[src/ext_bus_pkg.sv]
// Package of constants and carrier types for the external memory bus pins
package ext_bus_pkg;
    localparam int ADDR_W = 24;
    localparam int PIN_ADDR_W = 20;
    localparam int DATA_W = 16;
    localparam int NUM_SEL = 5;
    localparam int DRAM_ADDR_LSB = 7;
    localparam int DRAM_ADDR_MSB = 17;
    localparam logic [ADDR_W-1:0] BOOT_BASE_RESET = 24'h000000;
    localparam logic [ADDR_W-1:0] BOOT_MASK_RESET = 24'hF00000;
    localparam logic SEL_ENABLE_RESET = 1'b0;
    localparam logic SWAP_RESET = 1'b0;
    localparam logic CLK_OUT_EN_RESET = 1'b1;
    localparam int DRAM_COL_SHIFT = 11;

    typedef struct packed {
        logic enable;
        logic row_strobe_mode;
        logic [ADDR_W-1:0] base;
        logic [ADDR_W-1:0] mask;
    } select_cfg_type;

    typedef struct packed {
        logic valid;
        logic write;
        logic [ADDR_W-1:0] addr;
        logic [1:0] lanes;
        logic [DATA_W-1:0] wdata;
    } bus_req_type;

    typedef struct packed {
        logic done;
        logic [DATA_W-1:0] rdata;
    } bus_rsp_type;
endpackage

[src/external_memory_bus_pins.sv]
// External memory bus pin controller: selects, strobes, address and data
`timescale 1ns/1ps
module external_memory_bus_pins
    import ext_bus_pkg::*;
(
    input wire logic clk_sys,
    input wire logic rst,
    input wire ext_bus_pkg::bus_req_type req,
    output ext_bus_pkg::bus_rsp_type rsp,
    output logic req_ready,
    input wire logic [ext_bus_pkg::ADDR_W-1:0] boot_base,
    input wire logic swap,
    input wire ext_bus_pkg::select_cfg_type [ext_bus_pkg::NUM_SEL-1:0] sel_cfg,
    input wire logic clk_out_enable,
    output logic boot_is_16bit,
    input wire logic wait_or_boot_width_input,
    output logic boot_region_select_n,
    output logic [ext_bus_pkg::NUM_SEL-1:0] select_or_row_strobe_n,
    output logic write_strobe_n,
    output logic output_enable_n,
    output logic low_lane_enable_column_strobe_n,
    output logic high_lane_enable_column_strobe_n,
    output logic buffered_cpu_clock_pin,
    output logic [ext_bus_pkg::PIN_ADDR_W-1:0] address_outputs,
    input wire logic [ext_bus_pkg::DATA_W-1:0] data_lines_in,
    output logic [ext_bus_pkg::DATA_W-1:0] data_lines_out,
    output logic data_lines_oe_n
);
    import ext_bus_pkg::*;

    typedef enum logic [4:0] {
        ST_IDLE = 5'h01,
        ST_GEN = 5'h02,
        ST_ROW = 5'h04,
        ST_COL = 5'h08,
        ST_END = 5'h10
    } state_type;

    // ==========================================================
    // Region decode
    logic boot_hit;
    logic [NUM_SEL-1:0] sel_hit;
    logic [ADDR_W-1:0] boot_base_eff;

    // Boot base taken straight from the boot_base port with no reset value applied here; BOOT_BASE_RESET is not used
    assign boot_base_eff = boot_base;
    region_decode u_decode (
        .addr(req.addr),
        .boot_base(boot_base_eff),
        .boot_mask(BOOT_MASK_RESET),
        .swap(swap),
        .cfg(sel_cfg),
        .boot_hit(boot_hit),
        .sel_hit(sel_hit)
    );

    // ==========================================================
    // Clock pin
    clock_out_gate u_clk (
        .clk_sys(clk_sys),
        .rst(rst),
        .enable(clk_out_enable),
        .clk_pin(buffered_cpu_clock_pin)
    );

    // ==========================================================
    // Cycle state
    state_type state;
    state_type next_state;
    logic cyc_write;
    logic next_cyc_write;
    logic [ADDR_W-1:0] cyc_addr;
    logic [ADDR_W-1:0] next_cyc_addr;
    logic [1:0] cyc_lanes;
    logic [1:0] next_cyc_lanes;
    logic [DATA_W-1:0] cyc_wdata;
    logic [DATA_W-1:0] next_cyc_wdata;
    logic cyc_boot;
    logic next_cyc_boot;
    logic [NUM_SEL-1:0] cyc_sel;
    logic [NUM_SEL-1:0] next_cyc_sel;
    logic cyc_dram;
    logic next_cyc_dram;
    logic width_seen;
    logic next_width_seen;
    logic next_boot_is_16bit;
    logic waiting;

    assign waiting = wait_or_boot_width_input;

    always_comb begin
        logic hit_dram;
        hit_dram = 1'b0;
        for (int i = 0; i < NUM_SEL; i++) begin
            if (sel_hit[i] && sel_cfg[i].row_strobe_mode) begin
                hit_dram = 1'b1;
            end
        end
        next_state = state;
        next_cyc_write = cyc_write;
        next_cyc_addr = cyc_addr;
        next_cyc_lanes = cyc_lanes;
        next_cyc_wdata = cyc_wdata;
        next_cyc_boot = cyc_boot;
        next_cyc_sel = cyc_sel;
        next_cyc_dram = cyc_dram;
        next_width_seen = 1'b1;
        next_boot_is_16bit = boot_is_16bit;
        // Width latched on the first edge after reset release
        if (!width_seen) begin
            next_boot_is_16bit = wait_or_boot_width_input;
        end
        unique case (state)
            ST_IDLE: begin
                if (req.valid && width_seen) begin
                    next_cyc_write = req.write;
                    next_cyc_addr = req.addr;
                    next_cyc_lanes = req.lanes;
                    next_cyc_wdata = req.wdata;
                    next_cyc_boot = boot_hit;
                    next_cyc_sel = sel_hit;
                    next_cyc_dram = hit_dram;
                    next_state = hit_dram ? ST_ROW : ST_GEN;
                end
            end
            ST_GEN: begin
                if (!waiting) begin
                    next_state = ST_END;
                end
            end
            ST_ROW: begin
                next_state = ST_COL;
            end
            ST_COL: begin
                if (!waiting) begin
                    next_state = ST_END;
                end
            end
            ST_END: begin
                next_state = ST_IDLE;
            end
            default: begin
                next_state = ST_IDLE;
            end
        endcase
    end

    always_ff @(posedge clk_sys or posedge rst) begin
        if (rst) begin
            state <= ST_IDLE;
            cyc_write <= 1'b0;
            cyc_addr <= '0;
            cyc_lanes <= '0;
            cyc_wdata <= '0;
            cyc_boot <= 1'b0;
            cyc_sel <= '0;
            cyc_dram <= 1'b0;
            width_seen <= 1'b0;
            boot_is_16bit <= 1'b0;
        end else begin
            state <= next_state;
            cyc_write <= next_cyc_write;
            cyc_addr <= next_cyc_addr;
            cyc_lanes <= next_cyc_lanes;
            cyc_wdata <= next_cyc_wdata;
            cyc_boot <= next_cyc_boot;
            cyc_sel <= next_cyc_sel;
            cyc_dram <= next_cyc_dram;
            width_seen <= next_width_seen;
            boot_is_16bit <= next_boot_is_16bit;
        end
    end

    // ==========================================================
    // Pin drive, all registered
    logic next_boot_n;
    logic [NUM_SEL-1:0] next_sel_n;
    logic next_we_n;
    logic next_oe_n;
    logic next_ble_n;
    logic next_bhe_n;
    logic [PIN_ADDR_W-1:0] next_addr;
    logic [DATA_W-1:0] next_dout;
    logic next_doe_n;
    bus_rsp_type next_rsp;
    logic next_ready;

    always_comb begin
        logic active;
        logic strobe;
        active = (next_state == ST_GEN) || (next_state == ST_ROW) ||
            (next_state == ST_COL);
        strobe = (next_state == ST_GEN) || (next_state == ST_COL);
        next_boot_n = ~(active && next_cyc_boot);
        next_sel_n = ~({NUM_SEL{active}} & next_cyc_sel);
        next_we_n = ~(strobe && next_cyc_write);
        next_oe_n = ~(strobe && !next_cyc_write);
        next_ble_n = ~(strobe && next_cyc_lanes[0]);
        next_bhe_n = ~(strobe && next_cyc_lanes[1]);
        next_addr = next_cyc_addr[PIN_ADDR_W-1:0];
        if (next_cyc_dram) begin
            next_addr = '0;
            if (next_state == ST_COL) begin
                next_addr[DRAM_ADDR_MSB:DRAM_ADDR_LSB] = next_cyc_addr[
                    ADDR_W-1-DRAM_COL_SHIFT -: DRAM_COL_SHIFT];
            end else begin
                next_addr[DRAM_ADDR_MSB:DRAM_ADDR_LSB] =
                    next_cyc_addr[ADDR_W-1 -: DRAM_COL_SHIFT];
            end
        end
        next_dout = next_cyc_wdata;
        next_doe_n = ~(active && next_cyc_write);
        next_rsp.done = (state != ST_IDLE) && (next_state == ST_END);
        next_rsp.rdata = next_rsp.done ? data_lines_in : rsp.rdata;
        next_ready = (next_state == ST_IDLE) && next_width_seen;
    end

    always_ff @(posedge clk_sys or posedge rst) begin
        if (rst) begin
            boot_region_select_n <= 1'b1;
            select_or_row_strobe_n <= '1;
            write_strobe_n <= 1'b1;
            output_enable_n <= 1'b1;
            low_lane_enable_column_strobe_n <= 1'b1;
            high_lane_enable_column_strobe_n <= 1'b1;
            address_outputs <= '0;
            data_lines_out <= '0;
            data_lines_oe_n <= 1'b1;
            rsp <= '0;
            req_ready <= 1'b0;
        end else begin
            boot_region_select_n <= next_boot_n;
            select_or_row_strobe_n <= next_sel_n;
            write_strobe_n <= next_we_n;
            output_enable_n <= next_oe_n;
            low_lane_enable_column_strobe_n <= next_ble_n;
            high_lane_enable_column_strobe_n <= next_bhe_n;
            address_outputs <= next_addr;
            data_lines_out <= next_dout;
            data_lines_oe_n <= next_doe_n;
            rsp <= next_rsp;
            req_ready <= next_ready;
        end
    end
endmodule

[src/region_decode.sv]
// Region decoder that picks at most one chip select for an address
`timescale 1ns/1ps
module region_decode
    import ext_bus_pkg::*;
(
    input wire logic [ADDR_W-1:0] addr,
    input wire logic [ADDR_W-1:0] boot_base,
    input wire logic [ADDR_W-1:0] boot_mask,
    input wire logic swap,
    input wire select_cfg_type [NUM_SEL-1:0] cfg,
    output logic boot_hit,
    output logic [NUM_SEL-1:0] sel_hit
);
    function automatic logic in_region(input logic [ADDR_W-1:0] a,
        input logic [ADDR_W-1:0] b, input logic [ADDR_W-1:0] m);
        in_region = ((a ^ b) & m) == '0;
    endfunction

    // Select 0 first when swap is set, then boot, then selects in order; one winner only
    always_comb begin
        logic taken;
        taken = 1'b0;
        sel_hit = '0;
        boot_hit = 1'b0;
        if (swap) begin
            if (cfg[0].enable && in_region(addr, cfg[0].base, cfg[0].mask)) begin
                sel_hit[0] = 1'b1;
                taken = 1'b1;
            end
        end
        if (!taken && in_region(addr, boot_base, boot_mask)) begin
            boot_hit = 1'b1;
            taken = 1'b1;
        end
        for (int i = 0; i < NUM_SEL; i++) begin
            if (!taken && cfg[i].enable &&
                in_region(addr, cfg[i].base, cfg[i].mask)) begin
                sel_hit[i] = 1'b1;
                taken = 1'b1;
            end
        end
    end
endmodule

[src/clock_out_gate.sv]
// Registered divider that rebuilds the CPU clock image on the clock pin
`timescale 1ns/1ps
module clock_out_gate (
    input wire logic clk_sys,
    input wire logic rst,
    input wire logic enable,
    output logic clk_pin
);
    logic next_clk_pin;

    always_comb begin
        next_clk_pin = enable ? ~clk_pin : 1'b0;
    end

    always_ff @(posedge clk_sys or posedge rst) begin
        if (rst) begin
            clk_pin <= 1'b0;
        end else begin
            clk_pin <= next_clk_pin;
        end
    end
endmodule

[config.mk]
export PLATFORM = sky130hd
export DESIGN_NAME = external_memory_bus_pins
export DESIGN_NICKNAME = d
export VERILOG_FILES = /design/src/ext_bus_pkg.sv /design/src/external_memory_bus_pins.sv /design/src/region_decode.sv /design/src/clock_out_gate.sv
export SDC_FILE = /design/constraint.sdc
export NUM_CORES = 1
export LEC_CHECK = 0
export ABC_AREA = 1
export BUFFER_PORTS_ARGS = -buffer_cell sky130_fd_sc_hd__buf_2
export CORE_AREA = 2 2 156 158
export CTS_BUF_LIST = sky130_fd_sc_hd__clkbuf_8
export DETAILED_ROUTE_END_ITERATION = 16
export DIE_AREA = 0 0 158 160
export PLACE_DENSITY_LB_ADDON = 0.08
export SYNTH_ARGS = -nofsm -noshare
export SYNTH_HDL_FRONTEND = slang
export SYNTH_SLANG_ARGS = --single-unit
[constraint.sdc]
create_clock -name clk_sys -period 6.8 [get_ports clk_sys]
set_clock_uncertainty 0.15 [all_clocks]
set_input_delay 0.68 -clock clk_sys [delete_from_list [all_inputs] [get_ports clk_sys]]
set_output_delay 0.68 -clock clk_sys [all_outputs]
set_load 0.02 [all_outputs]
==> flow_summary_export.csv <==
group,metric,value,unit
final_layout,drive_above_1_share,34.4,%
yosys,yosys.area.top_type_share,34.1,%
timing,slew_headroom,37.9,%
floorplanning,fp-row-count,57,
global_route,grt.total_usage,22.3,%
yosys,synth.largest_area_cell,"dfrtp_1",
setup_path,startpoint,"state[3]",
yosys,ys_seq_area_share,38.6,%
yosys,synth.distinct_cells,39,
yosys,syn_nets,1363,
min_path,hold_path_class,"in -> async",
setup_path,r2r_start,"state[3]",
final_layout,multiInputGateArea,3550,um2
timing,period_needed,3.25,ns
detailed_routing,viasPerCell,4.36,
final_layout,n_fill_cell,2722,
yosys,syn_inst,1024,
yosys,ys_warn_count,0,
detailed_routing,wl_per_cell,16.3,um
pwr,vdd_drop_max,111,uV
detailed_routing,drc,0,
placement,dp.cells,1699,
global_route,grt_pass1_wl,41.6,mm
global_route,antenna_found_initial,13,
clock_network,path_clk_slew,0.13,ns
pwr,power_density,269,nW/um2
timing,fmax,308,MHz
clock_network,cts.path.max_buffers,2,
clock_network,clk-insertion-delay-late,0.39,ns
setup_path,worstPathArrival,3.43,ns
detailed_routing,vias,7532,
detailed_routing,wirelength,28.2,mm
yosys,synth-edff-count,0,
floorplanning,io_pins,406,
timing,setup_viol,0,
floorplanning,die_h,160,um
detailed_routing,drt_pre_antenna_iters,4,
timing,post-route-period-util,47.8,%
global_route,grt_pass1_vias,7381,
final_layout,regArea,2690,um2
timing,hold_viol_final,0,
floorplanning,coreArea,23800,um2
clock_network,ctsHoldBuffers,0,
global_route,grt_overflow,0,
clock_network,clock_sinks,107,
placement,place.port_buffers,385,
timing,setup_ws,3.55,ns
yosys,ys_ff_latch,107,
timing,rsz0062_at_grt,"no",
detailed_routing,dr.first_iter.drc_count,318,
global_route,grt_max_degree,70,
placement,dp_slack,3.41,ns
pwr,power.total,2.50,mW
floorplanning,start_util,29.2,%
clock_network,post_cts_resized,0,
placement,place_hpwl,23.7,mm
clock_network,cts_made_buffers,9,
setup_path,path_class,"reg -> reg",
yosys,ys.flop_type,"dfrtp_1",
placement,gp_congestion,0.896,
pwr,power.leakage,5.32,nW
clock_network,cts_setup_buffers,0,
setup_path,end_kind,"flip-flop",
clock_network,cts_max_level,3,
yosys,netlist_area,6970,um2
floorplanning,dieArea,25300,um2
run_status,status,"complete, no violations",
final_layout,stdcell_count,1726,
final_layout,syn_to_final_growth,33.4,%
timing,finalMaxSlewViolations,0,
yosys,post_synth.cell_area_avg,6.80,um2
setup_path,critPathRequiredTime,6.98,ns
setup_path,cp-start-kind,"flip-flop",
floorplanning,die_x,158,um
timing,holdWs,0.154,ns
clock_network,root_buffer,"clkbuf_8",
yosys,async_flop_share,100,%
timing,setup-tns-final,0,ns
yosys,synthTopCellsByArea,"dfrtp_1, nand2_1, nand3_1",
clock_network,cts_tree,"yes",
detailed_routing,drtAntennaViolNets,0,
flow_run,cap_violations,0,
final_layout,final_nets,1725,
timing,worstMarginPinSlew,0.930,ns
setup_path,crit_fanout,54,
-- metrics by stage --
| stage | util [%] | area, um2 |
|---|---|---|
| floorplan | - | 6970 |
| global placement | 38.0 | 9050 |
| detailed placement | 38.0 | 9050 |
| CTS | 38.9 | 9260 |
| global route | 39.0 | 9290 |
| finish | 39.0 | 9290 |
-- layout by cell type, fill, tap and decap left out, drive strengths merged, types with 3 or more instances in the layout --
cell type  netlist  final
or2             45     45
clkbuf           5      9
nand3          125    125
dfrtp           95     95
nand2          403    403
o21ai           40     40
dfstp           12     12
a21oi            3      3
xor2            11     11
buf             32    388
clkinv           0      3
inv            120    124
o31ai            3      3
diode            0     11
nor3             3      3
nor2            85     85
nand4           16     16
mux2            16     16
-- cell families (layout without fill, tap and decap cells) --
logic type	Yosys count	in the layout	synth area share [%]
AND/OR/NAND/NOR	682	682	42.8
buffers and inverters	157	524	10.4
flip-flops	107	107	38.6
AO/OA/AOI/OAI	50	50	4.13
multiplexers	16	16	2.59
XOR/XNOR	11	11	1.38
other	1	12	0.0538
-- registers in the layout (all words and copies together) (netlist names), 2 cells and up --
name,flops
cyc_lanes,2
cyc_addr,24
address_outputs,20
cyc_sel,5
rsp,17
select_or_row_strobe_n,5
data_lines_out,16
state,5
-- worst paths after layout --
kind                                       endpoint  slack, ns  cells past startpoint
worst max-delay path            address_outputs[15]       3.55                     11
worst min-delay path              data_lines_out[7]       0.15                      2
worst max register to register  address_outputs[15]       3.55                     11
worst min register to register        u_clk.clk_pin       0.27                      1
max in group asynchronous              cyc_addr[15]       5.07                      3
min in group clk_sys                  u_clk.clk_pin       0.27                      1
-- cell type report --
| cell class | instances | area share (%) |
|---|---|---|
| Tap cell | 324 | 4.36 |
| Clock buffer | 9 | 1.33 |
| Inverter | 120 | 4.87 |
| Multi-Input combinational cell | 760 | 38.2 |
| Sequential cell | 107 | 29.0 |
| Clock inverter | 7 | 0.983 |
| Timing Repair Buffer | 388 | 21.0 |
| Antenna cell | 11 | 0.296 |
-- Yosys cell counts, types with 2 or more instances --
master / n
nand2_1: 387
nand3_1: 125
inv_1: 103
dfrtp_1: 95
nor2_1: 80
or2_1: 34
o21ai_0: 33
inv_2: 17
mux2_2: 16
nand2_2: 15
nand4_1: 15
buf_2: 13
buf_6: 13
dfstp_2: 12
xor2_1: 11
or2_0: 10
clkbuf_1: 5
o21ai_1: 5
a21oi_1: 3
buf_4: 3
nor2_2: 3
and3_1: 2
buf_1: 2
nand3b_1: 2
nor2_4: 2
nor3_2: 2
o21a_1: 2
o21ai_2: 2
o31ai_1: 2
-- routing by layer --
layer	global-route usage (%)	up-vias	wire, um
met3	4.40	41	1600
li1	-	3916	-
met2	38.8	250	14000
met4	8.64	4	796
met1	26.9	3321	11700
met5	0	-	22
-- critical path, stage by stage, from the launching register on --
cell     delay (ns)
dfrtp_1        0.41
nor2_1         0.18
and3_1         0.23
inv_1          0.08
nor2_4         0.07
buf_4          0.48
inv_2          0.53
o21ai_0        0.68
nand2_1        0.10
nand2_1        0.09
nand3_1        0.09
nand2_2        0.08
-- power by group --
group	switching, mW	internal [mW]	total, mW
clock	0.264	0.152	0.416
combinational	0.720	0.388	1.11
sequential	0.0788	0.894	0.973
Note: power is estimated with default switching activity, not from simulation.
